--- config.mk ---
export PLATFORM = sky130hd
export DESIGN_NAME = dcc_top
export DESIGN_NICKNAME = d
export VERILOG_FILES = /design/src/dcc_pkg.sv /design/src/dcc_apb.sv /design/src/dcc_sync.sv /design/src/dcc_top.sv
export SDC_FILE = /design/constraint.sdc
export NUM_CORES = 1
export LEC_CHECK = 0
export ABC_AREA = 0
export BUFFER_PORTS_ARGS = -buffer_cell sky130_fd_sc_hd__clkbuf_2
export CAP_MARGIN = 40
export CELL_PAD_IN_SITES_DETAIL_PLACEMENT = 1
export CELL_PAD_IN_SITES_GLOBAL_PLACEMENT = 1
export CORE_MARGIN = 2
export CORE_UTILIZATION = 35
export CTS_BUF_LIST = sky130_fd_sc_hd__clkbuf_16
export DETAILED_ROUTE_END_ITERATION = 8
export GPL_TIMING_DRIVEN = 0
export PLACE_DENSITY_LB_ADDON = 0.1
export SYNTH_ARGS = -nofsm -noshare
export SYNTH_HDL_FRONTEND = slang
export SYNTH_SLANG_ARGS = --single-unit
--- constraint.sdc ---
create_clock -name pclk -period 4.15 [get_ports pclk]
set_input_delay 0.2075 -clock pclk [delete_from_list [all_inputs] [get_ports pclk]]
set_output_delay 0.2075 -clock pclk [all_outputs]
set_load 0.01 [all_outputs]
--- src/dcc_pkg.sv ---
// Constants shared by the dual comparator control block.
// Assumes a 32-bit APB bus with byte addresses and a 250 MHz pclk.
package dcc_pkg;

	// ------------------------------------------------------------
	// Geometry
	// ------------------------------------------------------------
	localparam int NUM_CMP = 2;
	localparam int ADDR_W  = 12;

	// ------------------------------------------------------------
	// Register byte offsets
	// ------------------------------------------------------------
	localparam logic [11:0] ADDR_CTRL0    = 12'h000;
	localparam logic [11:0] ADDR_CTRL1    = 12'h004;
	localparam logic [11:0] ADDR_IRQ_STAT = 12'h008;
	localparam logic [11:0] ADDR_IRQ_MASK = 12'h00c;

	// ------------------------------------------------------------
	// Control register field positions
	// ------------------------------------------------------------
	localparam int BIT_SEL = 7;
	localparam int BIT_EN  = 6;
	localparam int BIT_INV = 5;
	localparam int BIT_RES = 4;
	localparam int BIT_RI  = 3;
	localparam int BIT_HY  = 0;

	// ------------------------------------------------------------
	// Values after reset
	// ------------------------------------------------------------
	localparam logic [7:0] CTRL_RST = 8'h81;
	localparam logic [1:0] MASK_RST = 2'h0;
	localparam logic [1:0] SYNC_STAGES_RST = 2'h0;

endpackage

--- src/dcc_apb.sv ---
// APB handshake for the comparator register file.
// Assumes an APB master on pclk; gives one wait state per access.
`timescale 1ns/10ps
`default_nettype none

module dcc_apb (
	input  wire logic pclk,
	input  wire logic presetn,
	input  wire logic psel,
	input  wire logic penable,
	output var  logic pready,
	output var  logic take,
	output var  logic commit
);

	typedef struct packed {
		logic ready;
	} dcc_apb_state_t;

	dcc_apb_state_t s_r;
	dcc_apb_state_t s_nxt;

	always_comb begin
		s_nxt       = s_r;
		// First access cycle prepares data, second one completes
		take        = psel && penable && !s_r.ready;
		commit      = psel && penable && s_r.ready;
		s_nxt.ready = take;
	end

	always_ff @(posedge pclk or negedge presetn) begin
		if (!presetn) begin
			s_r <= '0;
		end else begin
			s_r <= s_nxt;
		end
	end

	assign pready = s_r.ready;

endmodule
`default_nettype wire

--- src/dcc_sync.sv ---
// Two-flop synchroniser for the asynchronous comparator results.
// Assumes the inputs come straight from the analog cores.
`timescale 1ns/10ps
`default_nettype none

module dcc_sync (
	input  wire logic       pclk,
	input  wire logic       presetn,
	input  wire logic [1:0] async_in,
	output var  logic [1:0] sync_out
);

	typedef struct packed {
		logic [1:0] meta;
		logic [1:0] stage;
	} dcc_sync_state_t;

	dcc_sync_state_t s_r;
	dcc_sync_state_t s_nxt;

	always_comb begin
		s_nxt       = s_r;
		s_nxt.meta  = async_in;
		s_nxt.stage = s_r.meta;
	end

	always_ff @(posedge pclk or negedge presetn) begin
		if (!presetn) begin
			s_r <= '0;
		end else begin
			s_r <= s_nxt;
		end
	end

	assign sync_out = s_r.stage;

endmodule
`default_nettype wire

--- src/dcc_top.sv ---
// Control and status logic for two analog comparators, APB slave.
// Assumes comparator results arrive asynchronously from analog cores.
//
// Local design decisions: the address map and the APB register port.
`timescale 1ns/10ps
`default_nettype none

module dcc_top (
	input  wire logic        pclk,
	input  wire logic        presetn,
	input  wire logic        psel,
	input  wire logic        penable,
	input  wire logic        pwrite,
	input  wire logic [11:0] paddr,
	input  wire logic [31:0] pwdata,
	input  wire logic [3:0]  pstrb,
	output var  logic [31:0] prdata,
	output var  logic        pready,
	output var  logic        pslverr,
	input  wire logic [1:0]  cmp_raw,
	output var  logic [1:0]  cmp_power_on,
	output var  logic [1:0]  cmp_hysteresis_on,
	output var  logic [1:0]  cmp_pin_select,
	output var  logic [1:0]  cmp_pullup_off,
	output var  logic [1:0]  cmp_output_pin,
	output var  logic [1:0]  cmp_output_pin_oe,
	output var  logic        irq,
	output var  logic        wake
);

	// ------------------------------------------------------------
	// State
	// ------------------------------------------------------------
	typedef struct packed {
		logic [1:0]  sel;
		logic [1:0]  en;
		logic [1:0]  inv;
		logic [1:0]  res;
		logic [1:0]  ri;
		logic [1:0]  hy;
		logic [1:0]  flag;
		logic [1:0]  mask;
		logic [31:0] rdata;
		logic        slverr;
		logic [1:0]  pin;
		logic [1:0]  pin_oe;
		logic [1:0]  pull_off;
		logic        irq;
		logic        wake;
	} dcc_state_t;

	dcc_state_t s_r;
	dcc_state_t s_nxt;

	logic [1:0] cmp_sync;
	logic       take;
	logic       commit;
	logic       wr_ok;
	logic [1:0] res_now;
	logic [1:0] clr;

	// ------------------------------------------------------------
	// Helpers
	// ------------------------------------------------------------
	function automatic logic [11:0] ctrl_addr(input int i);
		ctrl_addr = (i == 0) ? dcc_pkg::ADDR_CTRL0 : dcc_pkg::ADDR_CTRL1;
	endfunction

	function automatic logic [7:0] ctrl_byte(
		input dcc_state_t s,
		input int         i
	);
		logic [7:0] b;
		b                   = 8'h00;
		b[dcc_pkg::BIT_SEL] = s.sel[i];
		b[dcc_pkg::BIT_EN]  = s.en[i];
		b[dcc_pkg::BIT_INV] = s.inv[i];
		b[dcc_pkg::BIT_RES] = s.res[i];
		b[dcc_pkg::BIT_RI]  = s.ri[i];
		b[dcc_pkg::BIT_HY]  = s.hy[i];
		ctrl_byte           = b;
	endfunction

	// ------------------------------------------------------------
	// Submodules
	// ------------------------------------------------------------
	dcc_sync u_sync (
		.pclk     (pclk),
		.presetn  (presetn),
		.async_in (cmp_raw),
		.sync_out (cmp_sync)
	);

	dcc_apb u_apb (
		.pclk    (pclk),
		.presetn (presetn),
		.psel    (psel),
		.penable (penable),
		.pready  (pready),
		.take    (take),
		.commit  (commit)
	);

	// ------------------------------------------------------------
	// Next state
	// ------------------------------------------------------------
	always_comb begin
		s_nxt   = s_r;
		wr_ok   = commit && pwrite && pstrb[0];
		clr     = 2'h0;
		res_now = cmp_sync ^ s_r.inv;

		// Control writes; status and unused bits never stored
		for (int i = 0; i < dcc_pkg::NUM_CMP; i++) begin
			if (wr_ok && paddr == ctrl_addr(i)) begin
				s_nxt.sel[i] = pwdata[dcc_pkg::BIT_SEL];
				s_nxt.en[i]  = pwdata[dcc_pkg::BIT_EN];
				s_nxt.inv[i] = pwdata[dcc_pkg::BIT_INV];
				s_nxt.ri[i]  = pwdata[dcc_pkg::BIT_RI];
				s_nxt.hy[i]  = pwdata[dcc_pkg::BIT_HY];
			end
		end
		if (wr_ok && paddr == dcc_pkg::ADDR_IRQ_STAT) begin
			clr = pwdata[1:0];
		end
		if (wr_ok && paddr == dcc_pkg::ADDR_IRQ_MASK) begin
			s_nxt.mask = pwdata[1:0];
		end

		// Status bit is the synchronised result xor inv
		s_nxt.res  = res_now;
		// Change sets the flag; a set beats a same-cycle clear
		s_nxt.flag = (s_r.flag & ~clr) | (res_now ^ s_r.res);

		// Read data is prepared in the first access cycle
		if (take) begin
			s_nxt.rdata  = 32'h0000_0000;
			s_nxt.slverr = 1'b0;
			if (!pwrite) begin
				unique case (paddr)
					dcc_pkg::ADDR_CTRL0:
						s_nxt.rdata[7:0] = ctrl_byte(s_r, 0);
					dcc_pkg::ADDR_CTRL1:
						s_nxt.rdata[7:0] = ctrl_byte(s_r, 1);
					dcc_pkg::ADDR_IRQ_STAT:
						s_nxt.rdata[1:0] = s_r.flag;
					dcc_pkg::ADDR_IRQ_MASK:
						s_nxt.rdata[1:0] = s_r.mask;
					default:
						s_nxt.slverr = 1'b1;
				endcase
			end else begin
				unique case (paddr)
					dcc_pkg::ADDR_CTRL0,
					dcc_pkg::ADDR_CTRL1,
					dcc_pkg::ADDR_IRQ_STAT,
					dcc_pkg::ADDR_IRQ_MASK:
						s_nxt.slverr = 1'b0;
					default:
						s_nxt.slverr = 1'b1;
				endcase
			end
		end

		// Pad controls, interrupt and wake
		s_nxt.pin      = s_nxt.res;
		s_nxt.pin_oe   = s_nxt.sel & ~s_nxt.ri;
		s_nxt.pull_off = s_nxt.sel | s_nxt.en;
		s_nxt.irq      = |(s_nxt.flag & s_nxt.mask);
		s_nxt.wake     = |(s_nxt.flag & s_nxt.en);
	end

	// ------------------------------------------------------------
	// Registers
	// ------------------------------------------------------------
	always_ff @(posedge pclk or negedge presetn) begin
		if (!presetn) begin
			s_r          <= '0;
			s_r.sel      <= {2{dcc_pkg::CTRL_RST[dcc_pkg::BIT_SEL]}};
			s_r.en       <= {2{dcc_pkg::CTRL_RST[dcc_pkg::BIT_EN]}};
			s_r.inv      <= {2{dcc_pkg::CTRL_RST[dcc_pkg::BIT_INV]}};
			s_r.ri       <= {2{dcc_pkg::CTRL_RST[dcc_pkg::BIT_RI]}};
			s_r.hy       <= {2{dcc_pkg::CTRL_RST[dcc_pkg::BIT_HY]}};
			s_r.mask     <= dcc_pkg::MASK_RST;
			s_r.pin_oe   <= {2{dcc_pkg::CTRL_RST[dcc_pkg::BIT_SEL]}};
			s_r.pull_off <= {2{dcc_pkg::CTRL_RST[dcc_pkg::BIT_SEL]}};
		end else begin
			s_r <= s_nxt;
		end
	end

	// ------------------------------------------------------------
	// Outputs
	// ------------------------------------------------------------
	assign prdata            = s_r.rdata;
	assign pslverr           = s_r.slverr;
	assign cmp_power_on      = s_r.en;
	assign cmp_hysteresis_on = s_r.hy;
	assign cmp_pin_select    = s_r.sel;
	assign cmp_pullup_off    = s_r.pull_off;
	assign cmp_output_pin    = s_r.pin;
	assign cmp_output_pin_oe = s_r.pin_oe;
	assign irq               = s_r.irq;
	assign wake              = s_r.wake;
endmodule
`default_nettype wire

* Word-level counts from Yosys, hierarchy flattened
Cells that the tools add are included.
** Operators by class
- Equality and inequality tests :: 3
- Multiplexer cells :: 12
- Bitwise operators :: 10
- Reductions and logical operators :: 14
** Operators by type and width (number)
- $eq A12 B4 Y1 const B :: 2
- $eq A12 B3 Y1 const B :: 1
- $logic_not A12 Y1 :: 1
- $pmux W6 S2 :: 1
- $logic_and A1 B1 Y1 :: 9
- $and A2 B2 Y2 :: 4
- $mux W8 :: 1
- $pmux W2 S4 :: 1
- $mux W1 :: 7
- $mux W2 :: 2
- $not A2 Y2 :: 2
- $or A2 B2 Y2 :: 2
- $reduce_or A2 Y1 :: 2
- $reduce_or A4 Y1 :: 1
- $xor A2 B2 Y2 :: 2
- $logic_not A1 Y1 :: 1
** Storage, ports and cells
- Bits in registers :: 36
- Bits of input ports :: 55

* Logic depth before layout (Yosys ltp)
- Depth in word-level cells :: 11
- Mapped depth :: 6
- Mapped depth without buffers :: 5

* Cells and area by module
Synthesis repeated with hierarchy kept, for this count alone.
** Unflattened totals
- Cells, all modules :: 163
- Area total of the unflattened synthesis :: 1900.6 um2
** Modules (own cells, without submodules)
- dcc_top :: instances 1, cells each 156, area each 1759.2 um2, seq. area each 760.7 um2
- dcc_sync :: instances 1, cells each 4, area each 100.1 um2, seq. area each 100.1 um2
- dcc_apb :: instances 1, cells each 3, area each 41.3 um2, seq. area each 25.0 um2

* Least setup slack after synthesis
OpenSTA, ideal clock, no wires.
- Path kind :: input to register
- Start :: in paddr[5]
- End :: reg s_r[47] in the netlist's numbering
- Library setup time :: 0.125 ns
- Arrival time :: 1.597 ns
- Data required time :: 4.025 ns
- Setup slack :: 2.428 ns
- Stages :: 5
- Cells stage by stage :: nor4_2 nand3_2 or4_4 buf_6 mux2_4
** RTL lines
- start: declaration :: RTL line dcc_top.sv:14 : input wire logic [11:0] paddr,
- end signal: assignment :: RTL line dcc_top.sv:188 : s_r <= s_nxt;
- end: declaration :: RTL line dcc_top.sv:52 : dcc_state_t s_r;

==> flow_summary_export.csv <==
group,metric,value,unit
status,outcome,"finished clean",
cells_and_area,top_register,"s_r",
power_and_ir_drop,peakVddDrop,0.258,mV
clocking,cts_resized,0,
route,drt_wl_total,3700,µm
worst_setup_path,endpoint,"wake",
logic_synthesis,syn_area_per_cell,11.4,µm²
power_and_ir_drop,p_per_area,316,mW/mm²
clocking,h-tree-depth,2,
logic_synthesis,synth_seq_area_share,0.481,
logic_synthesis,synth_area,0.00184,mm²
clocking,cts_made_buffers,5,
sta,finClkSkew,0.00475,ns
cells_and_area,largest_register_ffs,8,
clocking,tritoncts,"done",
route,viasPerCell,4.08,
worst_setup_path,reg2reg_from,"u_apb.pready",
floorplan,coreArea,0.00507,mm²
worst_setup_path,ff2ff_path_depth,5,
sta,maxSlewHeadroom,0.567,
run,maxCapViolations,0,
place,post-dp-hpwl,2930,µm
logic_synthesis,synth_warnings,0,
sta,setup_viol,0,
worst_setup_path,critPathLaunchType,"flop",
clocking,cts_root_buf,"clkbuf_16",
floorplan,die_x,76.5,µm
global_route,antenna_found_initial,0,
cells_and_area,nets,297,
cells_and_area,drive_above_1_share,0.506,
worst_setup_path,required,4.29,ns
clocking,cts_hold_buf,1,
sta,slew_viol_final,0,
route,drc,0,
worst_setup_path,cp-startpoint,"u_apb.pready",
floorplan,ios,103,
power_and_ir_drop,p_total,0.768,mW
floorplan,rows,26,
clocking,post_cts_buffers,0,
worst_setup_path,path_class,"reg -> reg",
cells_and_area,syn2layout_area_growth,31.8,%
floorplan,initial_utilization,0.363,
worst_setup_path,path_max_fanout,6,
clocking,numClockSinks,35,
worst_setup_path,worst_setup_path_end_kind,"flop",
sta,rsz0062_at_grt,"false",
global_route,grt_pass1_vias,1354,
sta,fmax,561,MHz
global_route,grt_usage,0.142,
route,num_vias,1278,
sta,tightest_slew,0.650,ns
route,ant_nets,0,
clocking,clk_path_buf_depth,2,
worst_setup_path,arrival,1.92,ns
sta,fin_crit,1.78,ns
min_path,hp-class,"in -> reg",
sta,hold_violations,0,
route,dr.pass1.iters,2,
global_route,grt_pass1_wl,6490,µm
floorplan,die-area,0.00585,mm²
logic_synthesis,ys_types,29,
sta,tns,0,ns
route,initialDrtViolationCount,25,
logic_synthesis,ys_ff_latch,35,
floorplan,die_y,76.5,µm
sta,min_period_over_period,0.430,
route,routedWlPerCell,11.8,µm
logic_synthesis,synth_cells,161,
clocking,clkTransAtPathRegs,0.05,ns
worst_setup_path,regToRegEndpoint,"wake",
global_route,overflow,0,
power_and_ir_drop,leakage,1.30,nW
place,io_buffers,48,
cells_and_area,fillCellCount,594,
worst_setup_path,reg2reg_slack,2.37,ns
cells_and_area,diodes,0,
place,gp_congestion,0.759,
global_route,grt_max_degree,34,
clocking,clk-insertion-delay-late,0.27,ns
cells in the final DEF, fill, tap and decap left out, types with 4 or more instances in the layout:
cell,n
clkbuf_2,48
nand2_1,9
xor2_1,4
conb_1,25
mux2i_1,10
clkbuf_16,5
buf_4,44
dfstp_2,8
nor2_1,4
o21ai_0,8
inv_1,11
mux2_2,5
dfrtp_1,27
critical path, cell delays in order, from the launching register on:
cell,delay (ns)
dfrtp_1,0.36
and4_1,0.20
nand2_1,0.11
nor4_4,0.46
mux2i_1,0.39
o22ai_1,0.13
layer usage:
layer | GRT usage | part of all wire
met3 | 0.0462 | 0.058
met4 | 0.0600 | 0.018
met5 | 0 | 0
met1 | 0.160 | 0.42
met2 | 0.245 | 0.50
cells in the mapped netlist:
library cell  instances  area share
mux2_4                3       0.024
mux2i_4               1       0.012
inv_1                10       0.020
mux4_2                1       0.012
and4_1                1      0.0048
o22ai_1               2      0.0068
mux2i_1              10       0.054
nand2b_1              3       0.010
a21oi_1               3      0.0082
or4_4                 1      0.0061
nand3_1               1      0.0027
dfrtp_1              27        0.37
nor2_1                4      0.0082
nand2_1               9       0.018
clkbuf_1              2      0.0041
nor4_2                1      0.0068
conb_1                1      0.0020
nand3_2               1      0.0054
nor4_4                2       0.023
or4_1                 3       0.012
xor2_1                4       0.019
nor3_1                2      0.0054
o21ai_0               8       0.022
buf_4                44        0.18
dfstp_2               8        0.11
a32o_1                1      0.0054
buf_6                 1      0.0061
nand3b_1              2      0.0082
mux2_2                5       0.031
per-stage QoR:
step | cell area [µm²] | setup slack [ns] | hold slack, ns | instances | utilization
global placement | 2260 | 2.09 | 0.320 | 303 | 0.445
global route | 2430 | 2.23 | 0.0284 | 313 | 0.478
finish | 2430 | 2.37 | 0.0357 | 313 | 0.478
floorplan | 1930 | 2.43 | -0.0881 | 185 | -
detailed placement | 2280 | 2.06 | 0.212 | 304 | 0.449
CTS | 2430 | 2.30 | 0.0316 | 313 | 0.478
report_power, final:
group | internal (mW) | switching (mW) | total, mW
Combinational | 0.0346 | 0.0377 | 0.0722
Sequential | 0.346 | 0.00208 | 0.348
Clock | 0.217 | 0.131 | 0.348
layout make-up:
cell class,instances,area [µm²],share of cell area
Inverter,10,37.5,0.0155
Clock inverter,3,12.5,0.00516
Timing Repair Buffer,50,270,0.111
Buffer,47,349,0.144
Multi-Input combinational cell,93,658,0.271
Clock buffer,5,125,0.0516
Sequential cell,35,886,0.365
Tap cell,70,87.6,0.0361
worst min-delay path by stage:
stage	depth (start not counted)	to	slack, ns	start
final	1	u_sync.s_nxt[0]	0.04	cmp_raw[0]
after global routing	1	u_sync.s_nxt[0]	0.03	cmp_raw[0]
after CTS	1	u_sync.s_nxt[0]	0.03	cmp_raw[0]
after detailed placement	1	cmp_hysteresis_on[1]	0.21	presetn
after global placement	1	u_sync.s_nxt[0]	0.32	cmp_raw[0]
after floorplan	0	cmp_output_pin[0]	-0.09	presetn
cells by family after synthesis:
group | count (synthesis) | synth area share
compound gates | 14 | 0.0421
xor+xnor | 4 | 0.0190
buf+inv | 57 | 0.210
flops | 35 | 0.481
mux | 20 | 0.134
other cells | 1 | 0.00204
simple gates | 30 | 0.111
(Power assumes the default switching activity.)
